`config.mk`:
```
export PLATFORM = sky130hd
export DESIGN_NAME = cfim_clock_fault_irq_mask_config
export DESIGN_NICKNAME = d
export VERILOG_FILES = /design/src/rtl/cfim_pkg.sv /design/src/rtl/cfim_clock_fault_irq_mask_config.sv
export SDC_FILE = /design/constraint.sdc
export NUM_CORES = 1
export LEC_CHECK = 0
export ABC_AREA = 1
export BUFFER_PORTS_ARGS = -buffer_cell sky130_fd_sc_hd__buf_2
export CORE_ASPECT_RATIO = 0.6
export CORE_MARGIN = 2
export CORE_UTILIZATION = 59
export DETAILED_ROUTE_END_ITERATION = 8
export GPL_ROUTABILITY_DRIVEN = 0
export PLACE_DENSITY = 0.82
export SYNTH_ARGS = -nofsm -noshare
export SYNTH_HDL_FRONTEND = slang
export SYNTH_SLANG_ARGS = --single-unit
```
`constraint.sdc`:
```
create_clock -name ref_clk_i -period 3.3 [get_ports ref_clk_i]
set_input_delay 0.66 -clock ref_clk_i [delete_from_list [all_inputs] [get_ports ref_clk_i]]
set_output_delay 0.66 -clock ref_clk_i [all_outputs]
set_load 0.05 [all_outputs]
```
`src/rtl/cfim_pkg.sv`:
```
`default_nettype none

package cfim_pkg;

  // ---------------------------------------------------------------
  // Register map
  // ---------------------------------------------------------------
  localparam logic [7:0] OFS_OUTPUT_DISABLE_CTRL   = 8'h26;
  localparam logic [7:0] OFS_CLOCK_SOURCE_FAULT_IRQ_MASK = 8'h27;
  localparam logic [7:0] OFS_LOOP_FAULT_IRQ_MASK   = 8'h28;
  localparam logic [7:0] OFS_PART_VARIANT_CONFIG   = 8'h29;
  localparam logic [7:0] OFS_SERIAL_TARGET_ADDRESS = 8'h2A;

  // Output disable control fields.
  localparam int         ODC_DELAY_LSB    = 2;
  localparam int         ODC_LOCK_OEB_BIT = 1;
  localparam int         ODC_OSC_OEB_BIT  = 0;

  // Serial target address fields.
  localparam int         STA_ENABLE_BIT   = 7;
  localparam int         STA_STATIC_LSB   = 2;

  // Reset values.
  localparam logic [7:0] RST_OUTPUT_DISABLE_CTRL = 8'h00;
  localparam logic [7:0] RST_IRQ_MASK            = 8'h00;
  localparam logic [4:0] RST_ADDR_STATIC         = 5'h1A;
  localparam logic [6:0] DEFAULT_TARGET_ADDR     = 7'h69;
  // Arbitrary neutral variant code.
  localparam logic [7:0] RST_PART_VARIANT        = 8'h05;

  // ---------------------------------------------------------------
  // Stagger delay timing
  // ---------------------------------------------------------------
  localparam int unsigned CLK_FREQ_HZ    = 100_000_000;
  localparam int unsigned DLY_SEL0_US    = 4_000;
  localparam int unsigned DLY_SEL1_US    = 40_000;
  localparam int unsigned DLY_SEL2_US    = 400_000;
  localparam int unsigned DLY_SEL3_US    = 4_000_000;
  localparam int unsigned CYC_PER_US     = CLK_FREQ_HZ / 1_000_000;
  localparam int unsigned DLY_SEL0_CYC   = DLY_SEL0_US * CYC_PER_US;
  localparam int unsigned DLY_SEL1_CYC   = DLY_SEL1_US * CYC_PER_US;
  localparam int unsigned DLY_SEL2_CYC   = DLY_SEL2_US * CYC_PER_US;
  localparam int unsigned DLY_SEL3_CYC   = DLY_SEL3_US * CYC_PER_US;
  localparam int          DLY_CNT_W      = 29;

  typedef enum logic [1:0] {
    CFIM_ST_IDLE,
    CFIM_ST_WAIT,
    CFIM_ST_ALL_ON
  } cfim_state_t;

  typedef struct packed {
    logic [3:0] ref_drift;
    logic [3:0] ref_loss;
    logic [3:0] loop_lol;
    logic [3:0] loop_holdover;
  } cfim_faults_t;

  typedef struct packed {
    logic [7:0]           odc;
    logic [7:0]           src_mask;
    logic [7:0]           loop_mask;
    logic [7:0]           variant;
    logic                 addr_en;
    logic [4:0]           addr_static;
    logic [7:0]           rdata;
    cfim_state_t          st;
    logic [DLY_CNT_W-1:0] cnt;
    logic [3:0]           loop_en;
    logic [3:0]           out_dis;
    logic                 irq;
  } cfim_regs_t;

endpackage : cfim_pkg

`default_nettype wire

```
`src/rtl/cfim_clock_fault_irq_mask_config.sv`:
```
`timescale 1ns/1ps
`default_nettype none

// Function
// Fuse-locked stagger delay 4ms/40ms/400ms/4s
// Lock loss forces that loop output disabled
// Oscillator loss forces all loop outputs disabled
// Mask bits 7:4 block reference drift
// Mask bits 3:0 block reference clock loss
// Loop mask 7:4 blocks loss of lock
// Loop mask 3:0 blocks holdover freeze
// Address enable bit selects programmed address
// Address bits 6:2 hold upper address
// Interrupt on any unmasked fault event
// Host writes static bits before enabling
module cfim_clock_fault_irq_mask_config
  import cfim_pkg::*;
#(
  parameter int unsigned DLY0_CYC = DLY_SEL0_CYC,
  parameter int unsigned DLY1_CYC = DLY_SEL1_CYC,
  parameter int unsigned DLY2_CYC = DLY_SEL2_CYC,
  parameter int unsigned DLY3_CYC = DLY_SEL3_CYC
) (
  input  wire logic         ref_clk_i,
  input  wire logic         rst_i,
  input  wire logic [7:0]   reg_addr_i,
  input  wire logic         reg_wr_i,
  input  wire logic         reg_rd_i,
  input  wire logic [7:0]   reg_wdata_i,
  output var  logic [7:0]   reg_rdata_o,
  input  wire logic         fuse_locked_i,
  input  wire logic         loops_start_i,
  output var  logic [3:0]   loop_enable_o,
  input  wire cfim_faults_t faults_i,
  input  wire logic         osc_loss_i,
  output var  logic [3:0]   pll_output_disable_o,
  output var  logic         fault_irq_o,
  output var  logic [6:0]   target_addr_o
);

  cfim_regs_t q;
  cfim_regs_t d;
  logic [DLY_CNT_W-1:0] dly_load;
  logic [15:0]          fault_vec;
  logic [15:0]          mask_vec;

  // ---------------------------------------------------------------
  // Delay selection and fault gathering
  // ---------------------------------------------------------------
  always_comb begin
    case (q.odc[ODC_DELAY_LSB +: 2])
      2'h0:    dly_load = DLY_CNT_W'(DLY0_CYC - 1);
      2'h1:    dly_load = DLY_CNT_W'(DLY1_CYC - 1);
      2'h2:    dly_load = DLY_CNT_W'(DLY2_CYC - 1);
      default: dly_load = DLY_CNT_W'(DLY3_CYC - 1);
    endcase
  end

  // Loop mask bit 7 is loop a, so the loop vectors are bit-reversed.
  assign fault_vec = {faults_i.ref_drift, faults_i.ref_loss,
                      {<<{faults_i.loop_lol}},
                      {<<{faults_i.loop_holdover}}};
  assign mask_vec  = {q.src_mask, q.loop_mask}; // see

  // ---------------------------------------------------------------
  // Next state
  // ---------------------------------------------------------------
  always_comb begin
    d = q;
    if (reg_wr_i) begin
      case (reg_addr_i)
        OFS_OUTPUT_DISABLE_CTRL:         d.odc       = reg_wdata_i;
        OFS_CLOCK_SOURCE_FAULT_IRQ_MASK: d.src_mask  = reg_wdata_i;
        OFS_LOOP_FAULT_IRQ_MASK:         d.loop_mask = reg_wdata_i;
        OFS_PART_VARIANT_CONFIG:         d.variant   = reg_wdata_i;
        OFS_SERIAL_TARGET_ADDRESS: begin
          d.addr_en     = reg_wdata_i[STA_ENABLE_BIT];
          d.addr_static = reg_wdata_i[STA_STATIC_LSB +: 5];
        end
        default: ;
      endcase
    end
    if (reg_rd_i) begin
      case (reg_addr_i)
        OFS_OUTPUT_DISABLE_CTRL:         d.rdata = q.odc;
        OFS_CLOCK_SOURCE_FAULT_IRQ_MASK: d.rdata = q.src_mask;
        OFS_LOOP_FAULT_IRQ_MASK:         d.rdata = q.loop_mask;
        OFS_PART_VARIANT_CONFIG:         d.rdata = q.variant;
        OFS_SERIAL_TARGET_ADDRESS:
          d.rdata = {q.addr_en, q.addr_static, 2'h0};
        default:                         d.rdata = 8'h00;
      endcase
    end

    // Loop a starts at once; with the fuse locked the rest follow after the delay, otherwise all four start together.
    case (q.st)
      CFIM_ST_IDLE: begin
        d.loop_en = 4'h0;
        if (loops_start_i) begin
          if (fuse_locked_i) begin
            d.st      = CFIM_ST_WAIT;
            d.cnt     = dly_load;
            d.loop_en = 4'h1;
          end else begin
            d.st      = CFIM_ST_ALL_ON;
            d.loop_en = 4'hF;
          end
        end
      end
      CFIM_ST_WAIT: begin
        if (!loops_start_i) begin
          d.st      = CFIM_ST_IDLE;
          d.loop_en = 4'h0;
        end else if (q.cnt == '0) begin
          d.st      = CFIM_ST_ALL_ON;
          d.loop_en = 4'hF;
        end else begin
          d.cnt = q.cnt - 1'b1;
        end
      end
      CFIM_ST_ALL_ON: begin
        if (!loops_start_i) begin
          d.st      = CFIM_ST_IDLE;
          d.loop_en = 4'h0;
        end
      end
      default: begin
        d.st      = CFIM_ST_IDLE;
        d.loop_en = 4'h0;
      end
    endcase

    d.out_dis = ({4{q.odc[ODC_LOCK_OEB_BIT]}} & faults_i.loop_lol)
              | {4{q.odc[ODC_OSC_OEB_BIT] & osc_loss_i}};
    d.irq     = |(fault_vec & ~mask_vec); // see see
  end

  // ---------------------------------------------------------------
  // State register
  // ---------------------------------------------------------------
  always_ff @(posedge ref_clk_i or posedge rst_i) begin
    if (rst_i) begin
      q             <= '0;
      q.odc         <= RST_OUTPUT_DISABLE_CTRL;
      q.src_mask    <= RST_IRQ_MASK;
      q.loop_mask   <= RST_IRQ_MASK;
      q.variant     <= RST_PART_VARIANT;
      q.addr_static <= RST_ADDR_STATIC;
      q.st          <= CFIM_ST_IDLE;
    end else begin
      q <= d;
    end
  end

  assign reg_rdata_o          = q.rdata;
  assign loop_enable_o        = q.loop_en;
  assign pll_output_disable_o = q.out_dis;
  assign fault_irq_o          = q.irq;
  // The host relies on static bits being written before the enable.
  assign target_addr_o = q.addr_en
                       ? {q.addr_static, DEFAULT_TARGET_ADDR[1:0]}
                       : DEFAULT_TARGET_ADDR;

  // ---------------------------------------------------------------
  // Assertions
  // ---------------------------------------------------------------
  a_stagger_a_first: assert property (
    @(posedge ref_clk_i) disable iff (rst_i)
    (q.st == CFIM_ST_IDLE && loops_start_i && fuse_locked_i)
      |=> loop_enable_o == 4'h1 && q.cnt == $past(dly_load))
    else $error("loop a not started alone");
  a_stagger_release: assert property (
    @(posedge ref_clk_i) disable iff (rst_i)
    (q.st == CFIM_ST_WAIT && loops_start_i && q.cnt == '0)
      |=> loop_enable_o == 4'hF)
    else $error("loops not released after delay");
  a_stagger_hold: assert property (
    @(posedge ref_clk_i) disable iff (rst_i)
    (q.st == CFIM_ST_WAIT && loops_start_i && q.cnt != '0)
      |=> loop_enable_o == 4'h1)
    else $error("loops released early");
  a_lock_disable: assert property (
    @(posedge ref_clk_i) disable iff (rst_i)
    (q.odc[ODC_LOCK_OEB_BIT] && faults_i.loop_lol[0])
      |=> pll_output_disable_o[0])
    else $error("lock loss did not disable output");
  a_osc_disable: assert property (
    @(posedge ref_clk_i) disable iff (rst_i)
    (q.odc[ODC_OSC_OEB_BIT] && osc_loss_i) |=> pll_output_disable_o == 4'hF)
    else $error("oscillator loss did not disable outputs");
  a_drift_masked: assert property (
    @(posedge ref_clk_i) disable iff (rst_i)
    (faults_i == cfim_faults_t'({4'h8, 12'h000}) && q.src_mask[7])
      |=> !fault_irq_o)
    else $error("masked drift raised interrupt");
  a_loss_unmasked: assert property (
    @(posedge ref_clk_i) disable iff (rst_i)
    (faults_i.ref_loss[2] && !q.src_mask[2]) |=> fault_irq_o)
    else $error("unmasked clock loss lost");
  a_lol_masked: assert property (
    @(posedge ref_clk_i) disable iff (rst_i)
    (faults_i == cfim_faults_t'({8'h00, 4'h1, 4'h0}) && q.loop_mask[7])
      |=> !fault_irq_o)
    else $error("masked loop a lock loss raised interrupt");
  a_holdover_irq: assert property (
    @(posedge ref_clk_i) disable iff (rst_i)
    (faults_i.loop_holdover[3] && !q.loop_mask[0]) |=> fault_irq_o)
    else $error("loop d holdover not reported");
  a_addr_default: assert property (
    @(posedge ref_clk_i) disable iff (rst_i)
    !q.addr_en |-> target_addr_o == 7'h69)
    else $error("default address wrong");
  a_addr_static: assert property (
    @(posedge ref_clk_i) disable iff (rst_i)
    (reg_wr_i && reg_addr_i == OFS_SERIAL_TARGET_ADDRESS && reg_wdata_i[7])
      |=> target_addr_o[6:2] == $past(reg_wdata_i[6:2]))
    else $error("programmed address not applied");
  a_irq_quiet: assert property (
    @(posedge ref_clk_i) disable iff (rst_i)
    (faults_i == '0) |=> !fault_irq_o)
    else $error("interrupt without fault");

endmodule : cfim_clock_fault_irq_mask_config

`default_nettype wire

```
== After elaboration in Yosys (flattened, before gate mapping) ==
Index checks and enable logic that the tools add are counted.

* $add $sub $neg: 1
* Equal/unequal tests: 15
* Multiplexer cells: 18
* Bitwise logic cells: 5
* Reductions and logical operators: 13

{| class="wikitable"
|+ Operator list
! kind !! number
|-
| $mux W29 || 3
|-
| $pmux W29 S3 || 1
|-
| $pmux W29 S2 || 1
|-
| $eq A8 B6 Y1 const B || 5
|-
| $pmux W8 S5 || 1
|-
| $mux W35 || 1
|-
| $logic_not A29 Y1 || 1
|-
| $sub A29 B1 Y29 const B || 1
|-
| $and A16 B16 Y16 || 1
|-
| $mux W4 || 4
|-
| $not A16 Y16 || 1
|-
| $reduce_or A16 Y1 || 1
|-
| $pmux W4 S3 || 1
|-
| $reduce_and A2 Y1 || 6
|-
| $ne A2 B2 Y1 const B || 5
|-
| $mux W2 || 4
|-
| $mux W7 || 1
|-
| $pmux W2 S3 || 1
|-
| $reduce_and A5 Y1 || 1
|-
| $and A4 B4 Y4 || 1
|-
| $eq A2 B1 Y1 const B || 2
|-
| $eq A2 B2 Y1 const B || 2
|-
| $logic_not A2 Y1 || 2
|-
| $or A4 B4 Y4 || 1
|-
| 4 further kinds || 4
|}

* Register bits after elaboration: 86
* Input port bits: 39
* Output and inout bits: 24
* Logic and storage cells: 64

== Logic depth before layout (Yosys ltp) ==
* Depth after elaboration: 5
* Gate-level depth with buffers: 12
* Mapped depth without buffers: 12

== Worst setup path before layout ==
Ideal clock, no wire load.

* Path type: input -> register
* Start point: input reg_addr_i[4]
* End point: register q (netlist bit mask_vec[7])
* Library setup time: 0.126 ns
* Arrival time: 1.550 ns
* Required time: 3.174 ns
* Setup slack: 1.624 ns
* Stages on the path: 10
* Buffers on the path: 2
* Path through: inv_1 -> nand2_1 -> nor3_2 -> buf_6 -> nand2_4 -> inv_2 -> nand2_2 -> buf_6 -> nand2_1 -> o21ai_0

* Word-level cells in the longest chain between the ends: 2

{| class="wikitable"
|+ Ends and longest elaborated chain
! what !! RTL line !! source
|-
| start, declared || cfim_clock_fault_irq_mask_config.sv:26 || <nowiki>input wire logic [7:0] reg_addr_i,</nowiki>
|-
| $eq A8 B6 Y1 || cfim_clock_fault_irq_mask_config.sv:71 || <nowiki>case (reg_addr_i)</nowiki>
|-
| $reduce_and A2 Y1 (no source line) || n/a ||
|-
| end, declared || cfim_clock_fault_irq_mask_config.sv:41 || <nowiki>cfim_regs_t q;</nowiki>
|}

No other way between the ends.
A chain may end at the register's enable or synchronous reset.

== Final worst setup path ==
* Start point: register q[39] (netlist name)
* End point: register q[31] (netlist name)

* Word-level cells in the longest chain between the ends: 3
* Elaborated cells on any way between the ends: 9
* Those cells by class: eq/ne: 5; mux: 1; reduce/logical: 3

{| class="wikitable"
|+ Ends and longest elaborated chain
! what !! RTL line !! source
|-
| $eq A2 B1 Y1 / $logic_not A2 Y1 (equally long branches) || cfim_clock_fault_irq_mask_config.sv:96 || <nowiki>case (q.st)</nowiki>
|-
| $ne A2 B2 Y1 (no source line) / $reduce_bool A2 Y1 (equally long branches) || n/a ||
|-
| $reduce_and A5 Y1 (no source line) || n/a ||
|}

Several ways; a longest one is shown, not always the timed one.

==> flow_metrics.tcl <==
set metrics [dict create \
    status "complete, no violations" \
    tightest_slew_ns 0.883 \
    regToRegSetupSlack_ns 0.97 \
    cts-hold-fix-buffers 0 \
    drtIter0Drc 673 \
    postCtsSetupBuffers 0 \
    critPathCaptureType "flop" \
    setup_viol 0 \
    clockBufferDepth 2 \
    synth_fp_nets 738 \
    grt_pass1_vias 4136 \
    clk_latency_ns 0.35 \
    syn_area_sq_um 5020 \
    clockPowerShare 0.295 \
    ant_nets 0 \
    setup_slack_ns 0.965 \
    finalWirelength_um 13400 \
    irDropWorstVdd_mv 0.342 \
    synth_cell_type_count 34 \
    hold_violations 0 \
    min_path_type "in2async" \
    power_density_nw_per_um2 669 \
    row_count 26 \
    critical_path.startpoint_type "flop" \
    fp.dieH_um 75.4 \
    slew_violations 0 \
    drc 0 \
    ys_seq_area_frac 0.420 \
    cts-root-buf "clkbuf_16" \
    design.die.area_sq_um 9280 \
    yosysWarnings 0 \
    post-place-ws_ns 0.795 \
    fmax_mhz 428 \
    cp.arrival_ns 2.56 \
    period_needed_ns 2.33 \
    synth_area_leaders "dfrtp_1 39%, nand2_1 16%, inv_1 6.5%, o21ai_0 6.2%, nor2_1 6.1%" \
    vias 4879 \
    maxCapViolCount 0 \
    antenna_found_initial 0 \
    drive_gt1_frac 0.163 \
    synth_top_area_frac 0.394 \
    synth-async-reset-ratio 1.00 \
    hold-worst-slack_ns 0.321 \
    grt_usage 0.298 \
    intPower_mw 2.22 \
    share_comb_of_total_power 0.338 \
    initial_core_util 0.598 \
    ys.flop_type "dfrtp_1" \
    required_ns 3.53 \
    p_switching_mw 1.49 \
    fillers 711 \
    final.setup.tns_ns 0 \
    leakagePower_nw 2.83 \
    critical_path.max_fanout 45 \
    syn_inst 691 \
    clock_skew_ns 0.0101 \
    critPathKind "reg2reg" \
    numCtsBuffers 9 \
    ctsResizeCount 0 \
    grt_start_max_net_pins 46 \
    power.total_mw 3.71 \
    synth_edf_count 0 \
    via_per_inst 5.75 \
    final_cell_area_sq_um 5550 \
    avgSynthCellArea_sq_um 7.26 \
    ctsHtreeMaxLevel 3 \
    grt_pass1_wl_um 20900 \
    ys_seq_elements 84 \
    grt_overflow_total 0 \
    avgRoutedWirePerCell_um 15.8 \
    die_x_um 123 \
    seq_power_share 0.367 \
    dpl.hpwl_um 10000 \
    fin_crit_sh 0.707 \
    power.share.switching 0.401 \
    drtPass1Iterations 5 \
    path_clk_slew_ns 0.07 \
    pin_count 63 \
    dp_cells 833 \
    final_util 0.661 \
    cts_tree "built" \
    slew-limit-headroom 0.408 \
    placed_area_sq_um 5230 \
    nNetsFinal 779 \
    finalNonFillerCells 849 \
    clkSinkCount 84 \
    final_common_cell "nand2_1" \
    core_sq_um 8390 \
    yosys.area.top_type "dfrtp_1" \
    rsz0062_at_grt "no" \
    syn_to_final_growth_pct 10.5 \
    io_buffers 60 \
    antennaDiodeCount 0 \
    final_cell_mix "210 x nand2_1, 86 x inv_1, 81 x nor2_1" \
]
-- cell type report --
class,instances,area (sq um),area share
clock inverter,6,90.1,0.0162
multi-input combinational,484,2320,0.418
timing repair buffer,62,315,0.0569
inverter,91,343,0.0618
sequential,84,2110,0.380
tap,112,140,0.0253
clock buffer,10,229,0.0413
-- synth_stat cells (8+ instances only) --
| cell type | number |
|---|---|
| o22ai_1 | 12 |
| nand2_1 | 210 |
| dfrtp_1 | 79 |
| o21ai_1 | 8 |
| nand3_1 | 21 |
| o21ai_2 | 12 |
| o21ai_0 | 62 |
| inv_1 | 87 |
| nor2_1 | 81 |
| ha_1 | 8 |
| buf_4 | 20 |
| a21oi_1 | 16 |
-- metal layers --
| metal | GRT usage | wire length, um |
|---|---|---|
| met1 | 0.470 | 6160 |
| met2 | 0.400 | 5330 |
| met3 | 0.0704 | 1670 |
| met4 | 0.0947 | 266 |
| met5 | 0 | 0 |
-- path summary, 6_finish.rpt --
check / start / endpoint / cells past startpoint
setup / recovery: q[39] / q[31] / 8
hold / removal: rst_i / mask_vec[1] / 2
setup reg to reg: q[39] / q[31] / 8
hold reg to reg: q[59] / q[59] / 1
max in group asynchronous: rst_i / q[52] / 3
min in group ref_clk_i: q[59] / q[59] / 1
-- power groups by stage --
stage	Sequential, mW	Combinational, mW	Clock, mW
after global routing	1.38	1.39	1.14
after detailed placement	1.37	1.21	0
after global placement	1.36	1.17	0
after floorplan	1.32	0.995	0
final	1.36	1.25	1.10
after CTS	1.36	1.22	1.09
-- state kept, by name (all words and copies together), names as in the netlist --
signal,flops
pll_output_disable_o,4
mask_vec,16
reg_rdata_o,8
fault_irq_o,1
loop_enable_o,2
q,53
-- worst max-delay path, cell delays in order, from the launching register on --
cell and delay [ns]:
dfrtp_1 0.44, nor2_4 0.44, inv_2 0.25, nor2_1 0.18, nand2_2 0.11, nand2_4 0.41
inv_2 0.18, nand2_1 0.11, nand2_1 0.05
-- kinds of logic (layout without fill, tap and decap cells) --
family / after synthesis / in the layout / share of synthesized area
adder cells (fa/ha/maj): 8 / 8 / 0.0199
AO/OA/AOI/OAI: 121 / 121 / 0.139
buffers and inverters: 123 / 169 / 0.118
XOR/XNOR: 6 / 6 / 0.0105
other: 2 / 2 / 0.00150
flip-flops: 84 / 84 / 0.420
AND/OR/NAND/NOR: 347 / 347 / 0.291
(Power assumes the default switching activity.)
